===== config.mk =====
export PLATFORM = sky130hd
export DESIGN_NAME = serial_host_command_parser
export DESIGN_NICKNAME = d
export VERILOG_FILES = /design/src/logic/cmd_parser_pkg.sv /design/src/logic/serial_host_command_parser.sv
export SDC_FILE = /design/constraint.sdc
export NUM_CORES = 2
export LEC_CHECK = 0
export BUFFER_PORTS_ARGS = -buffer_cell sky130_fd_sc_hd__buf_2
export CORE_MARGIN = 5
export CORE_UTILIZATION = 30
export DETAILED_ROUTE_END_ITERATION = 10
export GPL_TIMING_DRIVEN = 0
export SLEW_MARGIN = 20
export SYNTH_ARGS = -nofsm -noshare
export SYNTH_HDL_FRONTEND = slang
export SYNTH_SLANG_ARGS = --single-unit

===== constraint.sdc =====
create_clock -name i_clk_sys -period 34.9 [get_ports i_clk_sys]
set_input_delay 0 -clock i_clk_sys [delete_from_list [all_inputs] [get_ports i_clk_sys]]
set_output_delay 0 -clock i_clk_sys [all_outputs]
set_load 0.01 [all_outputs]

===== src/logic/cmd_parser_pkg.sv =====
// Constants, types and reply records shared by the host command parser
//
// Summary of operation
// - Binary commands hold at most 22 bytes, ASCII commands at most 48 characters.
// - The first byte gives the whole command length and marks completion.
// - The second byte is the opcode and selects the payload class.
// - ASCII bytes arrive as two hex digits, either case, joined into one byte.
// - An ASCII command completes only after carriage return then line feed.
// - Binary and ASCII commands may mix; each frame picks its own format.
// - With replies anytime set, every command except a reset replies, by default with OK.
// - The OK reply is the two bytes 02 01.
// - Only one command is handled at a time.
// - Request-to-send stays high while a command is processed.
// - Opcodes 02, 03, 04 configure, set and get pins.
// - Opcode 01 configures the slave, 05 feeds the radio, 06 the UI server.
// - Opcodes 07 to 0A fetch UI info and read, set or write controls.
// - Opcodes 0B, 0C, 0D overwrite, append and time-stamp append matrix rows.
// - Opcodes 0E and 0F read and write memory.
// - Opcode 40 releases the next queued reply when replies wait for it.
// - Opcode 00 requests a full device reset.
// - A zero length byte resets at once in either format.
// - Illegal characters give error reply 03 02 F1 and restart framing.
// - Delete and carriage return are ordinary data inside a binary frame.
// - Each reply queue entry holds 22 bytes.
// - When enabled, a pin shows whether replies wait in the queue.
`default_nettype none
package cmd_parser_pkg;

   localparam int BIN_MAX_BYTES   = 22;
   localparam int ASCII_MAX_CHARS = 48;
   localparam int ASCII_MAX_BYTES = ASCII_MAX_CHARS / 2;
   localparam int BUF_BYTES       = ASCII_MAX_BYTES;
   localparam int REPLY_BYTES     = 22;
   localparam int QUEUE_DEPTH     = 8;

   localparam logic [7:0] BIN_MAX_LEN   = 8'h16;
   localparam logic [7:0] ASCII_MAX_LEN = 8'h18;
   localparam logic [7:0] MIN_LEN       = 8'h02;
   localparam logic [7:0] CHAR_CR       = 8'h0D;
   localparam logic [7:0] CHAR_LF       = 8'h0A;
   localparam logic [7:0] NIB_ALPHA_ADJ = 8'h09;

   localparam logic [7:0] OP_RESET      = 8'h00;
   localparam logic [7:0] OP_CONFIG     = 8'h01;
   localparam logic [7:0] OP_IO_CONFIG  = 8'h02;
   localparam logic [7:0] OP_IO_GET     = 8'h04;
   localparam logic [7:0] OP_RADIO      = 8'h05;
   localparam logic [7:0] OP_UI_FWD     = 8'h06;
   localparam logic [7:0] OP_UI_INFO    = 8'h07;
   localparam logic [7:0] OP_CTL_WRITE  = 8'h0A;
   localparam logic [7:0] OP_ROW_SET    = 8'h0B;
   localparam logic [7:0] OP_ROW_LOG    = 8'h0D;
   localparam logic [7:0] OP_MEM_READ   = 8'h0E;
   localparam logic [7:0] OP_MEM_WRITE  = 8'h0F;
   localparam logic [7:0] OP_NEXT_REPLY = 8'h40;

   typedef enum logic [8:0] {
      ST_IDLE    = 9'h001,
      ST_BIN     = 9'h002,
      ST_ASC     = 9'h004,
      ST_TERM_CR = 9'h008,
      ST_TERM_LF = 9'h010,
      ST_CHECK   = 9'h020,
      ST_EXEC    = 9'h040,
      ST_ERR     = 9'h080,
      ST_REPLY   = 9'h100
   } state_type;

   typedef enum logic [3:0] {
      CLS_NONE    = 4'h0,
      CLS_RESET   = 4'h1,
      CLS_CONFIG  = 4'h2,
      CLS_IO      = 4'h3,
      CLS_FORWARD = 4'h4,
      CLS_CONTROL = 4'h5,
      CLS_MATRIX  = 4'h6,
      CLS_MEMORY  = 4'h7,
      CLS_QUEUE   = 4'h8
   } cls_type;

   typedef struct packed {
      logic [7:0] len;
      logic [7:0] op;
      cls_type    cls;
      logic       ascii;
   } cmd_info_type;

   typedef struct packed {
      logic [4:0]                  len;
      logic [REPLY_BYTES-1:0][7:0] body;
   } reply_type;

   localparam int REPLY_W = $bits(reply_type);

   localparam reply_type REPLY_OK  = '{len: 5'h02, body: {160'h0, 8'h01, 8'h02}};
   localparam reply_type REPLY_ERR = '{len: 5'h03, body: {152'h0, 8'hF1, 8'h02, 8'h03}};

endpackage
`default_nettype wire


===== src/logic/serial_host_command_parser.sv =====
// Host command parser with reply queue and byte transmitter
`timescale 1ns/1ps
`default_nettype none

module reply_fifo #(
   parameter int WIDTH = 8,
   parameter int DEPTH = 8
) (
   input  wire logic             i_clk_sys,
   input  wire logic             i_rst,
   input  wire logic             i_in_valid,
   output logic                  o_in_ready,
   input  wire logic [WIDTH-1:0] i_in_data,
   output logic                  o_out_valid,
   input  wire logic             i_out_ready,
   output logic [WIDTH-1:0]      o_out_data
);
   localparam int AW = $clog2(DEPTH);

   logic [WIDTH-1:0] mem_ff [DEPTH];
   logic [AW:0]      wr_ptr_ff;
   logic [AW:0]      rd_ptr_ff;
   wire              full;
   wire              empty;
   wire              push;
   wire              pop;

   assign full        = (wr_ptr_ff[AW] != rd_ptr_ff[AW]) && (wr_ptr_ff[AW-1:0] == rd_ptr_ff[AW-1:0]);
   assign empty       = (wr_ptr_ff == rd_ptr_ff);
   assign o_in_ready  = !full;
   assign o_out_valid = !empty;
   assign o_out_data  = mem_ff[rd_ptr_ff[AW-1:0]];
   assign push        = i_in_valid && !full;
   assign pop         = i_out_ready && !empty;

   always_ff @(posedge i_clk_sys) begin
      if (push) begin
         mem_ff[wr_ptr_ff[AW-1:0]] <= i_in_data;
      end
   end

   always_ff @(posedge i_clk_sys) begin
      if (i_rst) begin
         wr_ptr_ff <= '0;
         rd_ptr_ff <= '0;
      end else begin
         wr_ptr_ff <= wr_ptr_ff + (AW+1)'(push);
         rd_ptr_ff <= rd_ptr_ff + (AW+1)'(pop);
      end
   end
endmodule

module serial_host_command_parser (
   input  wire logic                                      i_clk_sys,
   input  wire logic                                      i_rst,
   input  wire logic [7:0]                                i_rx_byte,
   input  wire logic                                      i_rx_valid,
   input  wire logic                                      i_replies_anytime,
   input  wire logic                                      i_pending_flag_pin_option,
   input  wire logic                                      i_cmd_done,
   input  wire logic                                      i_cmd_has_result,
   input  wire cmd_parser_pkg::reply_type                 i_cmd_reply,
   input  wire logic                                      i_tx_ready,
   output logic                                           o_rts,
   output logic                                           o_cmd_valid,
   output cmd_parser_pkg::cmd_info_type                   o_cmd_info,
   output logic [cmd_parser_pkg::BUF_BYTES-1:0][7:0]      o_cmd_body,
   output logic                                           o_reset_req,
   output logic [7:0]                                     o_tx_byte,
   output logic                                           o_tx_valid,
   output logic                                           o_queue_pending
);
   import cmd_parser_pkg::*;

   state_type                   state_ff;
   logic [BUF_BYTES-1:0][7:0]   buf_ff;
   logic [4:0]                  cnt_ff;
   logic [7:0]                  len_ff;
   logic [3:0]                  nib_hi_ff;
   logic                        half_ff;
   logic                        ascii_ff;
   logic                        rts_ff;
   logic                        cmd_valid_ff;
   cmd_info_type                cmd_info_ff;
   logic                        reset_req_ff;
   reply_type                   reply_ff;
   logic                        want_ff;
   logic                        credit_ff;
   logic                        tx_busy_ff;
   reply_type                   tx_entry_ff;
   logic [4:0]                  tx_idx_ff;
   logic [7:0]                  tx_byte_ff;
   logic                        tx_valid_ff;
   logic                        pending_ff;

   wire                         is_dig;
   wire                         is_upper;
   wire                         is_lower;
   wire                         is_hex;
   wire  [3:0]                  nib;
   wire  [7:0]                  asc_byte;
   wire  [7:0]                  op;
   cls_type                     op_cls;
   wire                         op_known;
   wire                         last_byte;
   wire                         set_credit;
   wire                         fifo_in_ready;
   wire                         fifo_in_valid;
   wire                         fifo_out_valid;
   reply_type                   fifo_out_data;
   wire                         pop;
   wire                         advance;

   // Hex digit recognition accepts both letter cases
   assign is_dig   = (i_rx_byte >= 8'h30) && (i_rx_byte <= 8'h39);
   assign is_upper = (i_rx_byte >= 8'h41) && (i_rx_byte <= 8'h46);
   assign is_lower = (i_rx_byte >= 8'h61) && (i_rx_byte <= 8'h66);
   assign is_hex   = is_dig || is_upper || is_lower;
   assign nib      = is_dig ? i_rx_byte[3:0] : 4'(i_rx_byte[3:0] + NIB_ALPHA_ADJ[3:0]);
   assign asc_byte = {nib_hi_ff, nib};

   assign op       = buf_ff[1];
   assign op_cls   = (op == OP_RESET)                              ? CLS_RESET   :
                     (op == OP_CONFIG)                             ? CLS_CONFIG  :
                     (op >= OP_IO_CONFIG && op <= OP_IO_GET)       ? CLS_IO      :
                     (op == OP_RADIO || op == OP_UI_FWD)           ? CLS_FORWARD :
                     (op >= OP_UI_INFO && op <= OP_CTL_WRITE)      ? CLS_CONTROL :
                     (op >= OP_ROW_SET && op <= OP_ROW_LOG)        ? CLS_MATRIX  :
                     (op == OP_MEM_READ || op == OP_MEM_WRITE)     ? CLS_MEMORY  :
                     (op == OP_NEXT_REPLY)                         ? CLS_QUEUE   :
                                                                     CLS_NONE;
   assign op_known   = (op_cls != CLS_NONE);
   assign last_byte  = (({3'h0, cnt_ff} + 8'h01) == len_ff);
   assign set_credit = (state_ff == ST_CHECK) && (op_cls == CLS_QUEUE);

   // Frame parser; bytes arriving while busy are ignored
   always_ff @(posedge i_clk_sys) begin
      if (i_rst) begin
         state_ff     <= ST_IDLE;
         buf_ff       <= '0;
         cnt_ff       <= 5'h00;
         len_ff       <= 8'h00;
         nib_hi_ff    <= 4'h0;
         half_ff      <= 1'b0;
         ascii_ff     <= 1'b0;
         rts_ff       <= 1'b0;
         cmd_valid_ff <= 1'b0;
         cmd_info_ff  <= '0;
         reset_req_ff <= 1'b0;
         reply_ff     <= '0;
         want_ff      <= 1'b0;
      end else begin
         cmd_valid_ff <= 1'b0;
         reset_req_ff <= 1'b0;
         case (state_ff)
            ST_IDLE: begin
               if (i_rx_valid) begin
                  cnt_ff  <= 5'h01;
                  len_ff  <= i_rx_byte;
                  buf_ff[0] <= i_rx_byte;
                  if (i_rx_byte == OP_RESET) begin
                     reset_req_ff <= 1'b1;
                  end else if (i_rx_byte < MIN_LEN) begin
                     state_ff <= ST_ERR;
                     rts_ff   <= 1'b1;
                  end else if (i_rx_byte <= BIN_MAX_LEN) begin
                     ascii_ff <= 1'b0;
                     state_ff <= ST_BIN;
                  end else if (is_hex) begin
                     ascii_ff  <= 1'b1;
                     cnt_ff    <= 5'h00;
                     nib_hi_ff <= nib;
                     half_ff   <= 1'b1;
                     state_ff  <= ST_ASC;
                  end else begin
                     state_ff <= ST_ERR;
                     rts_ff   <= 1'b1;
                  end
               end
            end
            ST_BIN: begin
               if (i_rx_valid) begin
                  // Any byte value, delete and carriage return included, is data
                  buf_ff[cnt_ff] <= i_rx_byte;
                  cnt_ff         <= cnt_ff + 5'h01;
                  if (last_byte) begin
                     state_ff <= ST_CHECK;
                     rts_ff   <= 1'b1;
                  end
               end
            end
            ST_ASC: begin
               if (i_rx_valid) begin
                  if (!is_hex) begin
                     state_ff <= ST_ERR;
                     rts_ff   <= 1'b1;
                  end else if (!half_ff) begin
                     nib_hi_ff <= nib;
                     half_ff   <= 1'b1;
                  end else begin
                     half_ff        <= 1'b0;
                     buf_ff[cnt_ff] <= asc_byte;
                     cnt_ff         <= cnt_ff + 5'h01;
                     if (cnt_ff == 5'h00) begin
                        len_ff <= asc_byte;
                        if (asc_byte == OP_RESET) begin
                           reset_req_ff <= 1'b1;
                           state_ff     <= ST_IDLE;
                        end else if (asc_byte < MIN_LEN || asc_byte > ASCII_MAX_LEN) begin
                           state_ff <= ST_ERR;
                           rts_ff   <= 1'b1;
                        end
                     end else if (last_byte) begin
                        state_ff <= ST_TERM_CR;
                     end
                  end
               end
            end
            ST_TERM_CR: begin
               if (i_rx_valid) begin
                  state_ff <= (i_rx_byte == CHAR_CR) ? ST_TERM_LF : ST_ERR;
                  rts_ff   <= (i_rx_byte != CHAR_CR);
               end
            end
            ST_TERM_LF: begin
               if (i_rx_valid) begin
                  state_ff <= (i_rx_byte == CHAR_LF) ? ST_CHECK : ST_ERR;
                  rts_ff   <= 1'b1;
               end
            end
            ST_CHECK: begin
               if (!op_known) begin
                  state_ff <= ST_ERR;
               end else if (op_cls == CLS_RESET) begin
                  reset_req_ff <= 1'b1;
                  state_ff     <= ST_IDLE;
                  rts_ff       <= 1'b0;
               end else if (op_cls == CLS_QUEUE) begin
                  reply_ff <= REPLY_OK;
                  want_ff  <= i_replies_anytime;
                  state_ff <= ST_REPLY;
               end else begin
                  cmd_valid_ff      <= 1'b1;
                  cmd_info_ff.len   <= len_ff;
                  cmd_info_ff.op    <= op;
                  cmd_info_ff.cls   <= op_cls;
                  cmd_info_ff.ascii <= ascii_ff;
                  state_ff          <= ST_EXEC;
               end
            end
            ST_EXEC: begin
               if (i_cmd_done) begin
                  reply_ff <= i_cmd_has_result ? i_cmd_reply : REPLY_OK;
                  want_ff  <= i_cmd_has_result || i_replies_anytime;
                  state_ff <= ST_REPLY;
               end
            end
            ST_ERR: begin
               reply_ff <= REPLY_ERR;
               want_ff  <= 1'b1;
               state_ff <= ST_REPLY;
            end
            ST_REPLY: begin
               // A full queue holds the parser here with request-to-send high
               if (!want_ff || fifo_in_ready) begin
                  want_ff  <= 1'b0;
                  state_ff <= ST_IDLE;
                  rts_ff   <= 1'b0;
               end
            end
            default: begin
               state_ff <= ST_IDLE;
               rts_ff   <= 1'b0;
            end
         endcase
      end
   end

   assign fifo_in_valid = (state_ff == ST_REPLY) && want_ff;

   reply_fifo #(
      .WIDTH (REPLY_W),
      .DEPTH (QUEUE_DEPTH)
   ) u_queue (
      .i_clk_sys   (i_clk_sys),
      .i_rst       (i_rst),
      .i_in_valid  (fifo_in_valid),
      .o_in_ready  (fifo_in_ready),
      .i_in_data   (reply_ff),
      .o_out_valid (fifo_out_valid),
      .i_out_ready (pop),
      .o_out_data  (fifo_out_data)
   );

   // Replies leave at once, or one per release opcode when held back
   assign pop     = !tx_busy_ff && fifo_out_valid && (i_replies_anytime || credit_ff);
   assign advance = !tx_valid_ff || i_tx_ready;

   always_ff @(posedge i_clk_sys) begin
      if (i_rst) begin
         credit_ff <= 1'b0;
      end else begin
         credit_ff <= set_credit || (credit_ff && !(pop && !i_replies_anytime));
      end
   end

   always_ff @(posedge i_clk_sys) begin
      if (i_rst) begin
         tx_busy_ff  <= 1'b0;
         tx_entry_ff <= '0;
         tx_idx_ff   <= 5'h00;
         tx_byte_ff  <= 8'h00;
         tx_valid_ff <= 1'b0;
      end else if (pop) begin
         tx_busy_ff  <= 1'b1;
         tx_entry_ff <= fifo_out_data;
         tx_idx_ff   <= 5'h00;
         tx_valid_ff <= tx_valid_ff && !i_tx_ready;
      end else if (tx_busy_ff && advance) begin
         if (tx_idx_ff < tx_entry_ff.len) begin
            tx_byte_ff  <= tx_entry_ff.body[tx_idx_ff];
            tx_valid_ff <= 1'b1;
            tx_idx_ff   <= tx_idx_ff + 5'h01;
         end else begin
            tx_busy_ff  <= 1'b0;
            tx_valid_ff <= 1'b0;
         end
      end else if (advance) begin
         tx_valid_ff <= 1'b0;
      end
   end

   always_ff @(posedge i_clk_sys) begin
      if (i_rst) begin
         pending_ff <= 1'b0;
      end else begin
         pending_ff <= i_pending_flag_pin_option && fifo_out_valid;
      end
   end

   assign o_rts           = rts_ff;
   assign o_cmd_valid     = cmd_valid_ff;
   assign o_cmd_info      = cmd_info_ff;
   assign o_cmd_body      = buf_ff;
   assign o_reset_req     = reset_req_ff;
   assign o_tx_byte       = tx_byte_ff;
   assign o_tx_valid      = tx_valid_ff;
   assign o_queue_pending = pending_ff;

   property p_rts_exec;
      @(posedge i_clk_sys) disable iff (i_rst)
      (state_ff == ST_EXEC) || (state_ff == ST_CHECK) |-> o_rts;
   endproperty
   a_rts_exec: assert property (p_rts_exec) else $error("rts low during processing");

   property p_one_cmd;
      @(posedge i_clk_sys) disable iff (i_rst)
      o_cmd_valid |-> ##1 (!o_cmd_valid && o_rts);
   endproperty
   a_one_cmd: assert property (p_one_cmd) else $error("second command while busy");

   property p_zero_len;
      @(posedge i_clk_sys) disable iff (i_rst)
      (state_ff == ST_IDLE) && i_rx_valid && (i_rx_byte == OP_RESET) |=> o_reset_req && !o_rts;
   endproperty
   a_zero_len: assert property (p_zero_len) else $error("zero length did not reset");

   property p_illegal_char;
      @(posedge i_clk_sys) disable iff (i_rst)
      (state_ff == ST_ASC) && i_rx_valid && !is_hex
         |=> ##1 ((state_ff == ST_REPLY) && (reply_ff == REPLY_ERR) && want_ff);
   endproperty
   a_illegal_char: assert property (p_illegal_char) else $error("no error reply");

   property p_ok_reply;
      @(posedge i_clk_sys) disable iff (i_rst)
      (state_ff == ST_EXEC) && i_cmd_done && !i_cmd_has_result && i_replies_anytime
         |=> (reply_ff == REPLY_OK) && want_ff;
   endproperty
   a_ok_reply: assert property (p_ok_reply) else $error("missing ok reply");

   property p_pending_pin;
      @(posedge i_clk_sys) disable iff (i_rst)
      i_pending_flag_pin_option && fifo_out_valid |=> o_queue_pending;
   endproperty
   a_pending_pin: assert property (p_pending_pin) else $error("pending pin low");

   property p_release;
      @(posedge i_clk_sys) disable iff (i_rst)
      set_credit |=> credit_ff;
   endproperty
   a_release: assert property (p_release) else $error("release opcode lost");

   property p_bad_op;
      @(posedge i_clk_sys) disable iff (i_rst)
      (state_ff == ST_CHECK) && !op_known |=> (state_ff == ST_ERR) ##1 (reply_ff == REPLY_ERR);
   endproperty
   a_bad_op: assert property (p_bad_op) else $error("unknown opcode accepted");

   property p_crlf;
      @(posedge i_clk_sys) disable iff (i_rst)
      (state_ff == ST_TERM_LF) && i_rx_valid && (i_rx_byte == CHAR_LF) |=> (state_ff == ST_CHECK);
   endproperty
   a_crlf: assert property (p_crlf) else $error("terminator not accepted");

   property p_bin_len;
      @(posedge i_clk_sys) disable iff (i_rst)
      (state_ff == ST_BIN) && i_rx_valid && last_byte |=> (state_ff == ST_CHECK) && o_rts;
   endproperty
   a_bin_len: assert property (p_bin_len) else $error("length did not end frame");

   property p_mem_cls;
      @(posedge i_clk_sys) disable iff (i_rst)
      o_cmd_valid && (o_cmd_info.op == OP_MEM_READ) |-> (o_cmd_info.cls == CLS_MEMORY);
   endproperty
   a_mem_cls: assert property (p_mem_cls) else $error("memory opcode misclassed");

endmodule

`default_nettype wire


==> results.cfg <==
[die]
die_h_um = 522
die_area_sq_um = 272000
core_region_area_sq_um = 262000
pin_count = 423
die_w_um = 522
start_util_pct = 30.1
rows = 188

[clock_network]
cts_root_buffer = clkbuf_16
clkSinkCount = 2080
postCtsSetupRepairBufs = 0
cts_tree = built
clk_pin_slew_ps = 80
htree_levels = 4
cts_buffers = 203
cts_buffer_depth = 3
clock_latency_ps = 870

[grt]
grt_max_degree = 21
grt_use_total_pct = 16.3
antenna_found_initial = 32
gr-total-overflow = 0
grt_pass1_vias = 47700
grt_pass1_wl_mm = 330

[synth]
syn_area_sq_um = 78600
syn_nets = 5082
synth_xor_area_share_pct = 0.267
synthArstFlopShare_pct = 0
synthMuxAreaShare_pct = 14.3
synth_edf_count = 1448
synthSimpleGateAreaFrac_pct = 6.25
synth_top_family_by_area = multiplexers
synthCells = 4867
ys_ff_latch = 2080
synthAdderAreaFrac_pct = 0.299
synth_compound_area_share_pct = 5.43
synth_flop_cell = edfxtp_1
ys_seq_area_share_pct = 71.4
synth_area_per_cell_sq_um = 16.2
yosys_warnings = 0
synthDistinctLibCells = 71

[power]
p_per_area_nw_per_um2 = 52.2
p_total_mw = 5.11
vdd_drop_max_mv = 0.0436
p_leak_nw = 27.6

[setup_path]
endpoint_kind = register
path_cells = buf_2 > nor4_1 > nand4_1 > nor2_1 > and2_1 > nand2_1 > nor3_2 > buf_4 > buf_6 > buf_4 > buf_4 > buf_4 > buf_4 > buf_6 > buf_4
arrival_ps = 5160
path_buf_inv = 9
start_kind = register
critPathKind = reg -> reg
path_delay_family = simple AND/OR/NAND/NOR gates
max_stage_delay_ps = 870
cp_common_cell = buf_4
critPathRequiredTime_ps = 35450
critPathMaxFanout = 9
cpMaxStageDelayCell = nor4_1

[flow_run]
drv_cap = 0

[routing]
vias_per_cell = 4.94
drtAntennaViolNets = 0
routed-via-count = 47800
wl_mm = 228
drc = 0
wl_per_cell_um = 23.6
dr.first_iter.drc_count = 4195
drtPass1Iterations = 6

[timing]
setup_slack_ps = 30290
final.min_clock_period_ps = 4610
rsz0062_at_grt = no
hold_slack_ps = 44.2
maxSlewViolCount = 0
setup_violations = 0
worstMarginPinSlew_ps = 1090
fmax_mhz = 217
finClkSkew_ps = 74.0
fin_crit_sh_pct = 13.2
maxSlewHeadroom_pct = 27.5
hold_viol = 0
setup_tns_ps = 0

[place]
place_hpwl_mm = 162
routabilityCongestion = 0.876
place_ws_ps = 30380
port_buffers = 418

[layout]
n_fill_cell = 24500
regArea_sq_um = 56100
multiInputGateArea_sq_um = 21000
fin_util_pct = 37.4
num-nets-final = 6178
drive_above_1_share_pct = 23.0
synthToLayoutAreaGrowth_pct = 24.5

[worst_hold_path]
min_path_type = in -> reg

[run_status]
outcome = finished clean
-- synthesized netlist by cell type (all sizes together), types with 2 or more instances --
cell type  count  area, sq um
nand3        398         2140
o21bai         2         15.0
o31ai          3         22.5
or3b           2         17.5
a31oi          6         37.5
buf          109          543
ha            18          225
nor3b          5         37.5
a211oi       213         1600
o21ai        204         1020
nor4           9         68.8
a21o           6         45.0
inv           27          101
a2111oi        3         26.3
or3            7         48.8
nand2        228          856
and2           6         37.5
or2           10         62.6
nand4         11         68.8
or4            5         45.0
xnor2         14          123
nor2         258          976
nor2b         19          119
clkbuf       255          957
nand2b        14         87.6
edfxtp      1448        43500
a311oi         3         26.3
a22oi          9         67.6
mux4         410         9230
a21oi        227         1140
and3          12         75.1
o22ai         10         62.6
dfxtp        632        12700
mux2i        201         2010
nor3          36          180
o211ai         5         37.5
and4           4         35.0
xor2          10         87.6
a22o           6         52.6
mux2           2         22.5
-- through the flow --
step | cell area [sq um] | std cells
floorplan | 78600 | 4867
global placement | 85100 | 8800
detailed placement | 87300 | 8931
CTS | 97800 | 9658
global route | 97900 | 9681
finish | 97900 | 9682
-- power breakdown --
group / total [mW] / internal, mW / switching (mW)
clock: 2.28 / 1.32 / 0.962
sequential: 2.63 / 2.62 / 0.0136
combinational: 0.196 / 0.0699 / 0.126
-- registers in the layout (all words and copies together), names as in the netlist, 9 cells and up --
name,cells
u_queue.mem_ff,1448
o_cmd_body,184
reply_ff,181
tx_entry_ff,181
o_cmd_info,21
state_ff,9
-- layout make-up --
type	instances	area share [%]
diodes	23	0.0588
plain buffers	364	1.56
clock buffers	282	5.95
clock inverters	104	1.29
inverters	27	0.103
multi-input cells	2396	21.4
flip-flops and latches	2080	57.3
well taps	3515	4.49
repair buffers	891	7.82
-- cell usage in the layout (no fill, tap or decap), drive strengths merged, types with 59 or more instances in the layout --
cell type / n
a211oi: 213
a21oi: 227
buf: 650
clkbuf: 546
clkinv: 59
dfxtp: 632
dlygate4sd3: 341
edfxtp: 1448
mux2i: 201
mux4: 410
nand2: 228
nand3: 398
nor2: 258
o21ai: 204
-- timing repair --
item / CTS / global route
setup endpoints to repair: 0 / 0
gates resized for setup: 0 / 0
hold buffers: 341 / 0
endpoints found under the hold margin: 264 / 0
-- cells by family after synthesis --
group	Yosys count
AND/OR/NAND/NOR	1030
flip-flops	2080
buffers and inverters	391
AO/OA/AOI/OAI	710
multiplexers	613
XOR/XNOR	24
adder cells (fa/ha/maj)	19
-- final timing paths --
kind | slack (ps) | from | to | cells after the start
worst min-delay path | 40 | i_cmd_done | state_ff[6] | 4
worst max register to register | 30290 | state_ff[5] | u_queue.mem_ff[1][60] | 15
worst max-delay path | 30290 | state_ff[5] | u_queue.mem_ff[1][60] | 15
worst min register to register | 460 | o_cmd_info[5] | o_cmd_info[5] | 2
-- metal layers --
metal / wire length, um / global-route usage, % / vias to the layer above
li1: - / - / 21300
met1: 95100 / 21.4 / 24700
met2: 112000 / 27.2 / 1520
met3: 12000 / 2.69 / 372
met4: 8950 / 6.20 / 0
met5: 0 / 0 / -
-- worst reg2reg max path, cell delays in order (launching register included) --
cell	delay (ps)
dfxtp_1	290
buf_2	160
nor4_1	870
nand4_1	230
nor2_1	190
and2_1	230
nand2_1	250
nor3_2	400
buf_4	270
buf_6	160
buf_4	210
buf_4	260
buf_4	230
buf_4	220
buf_6	180
buf_4	190
Power figures use the tool's default switching activity.
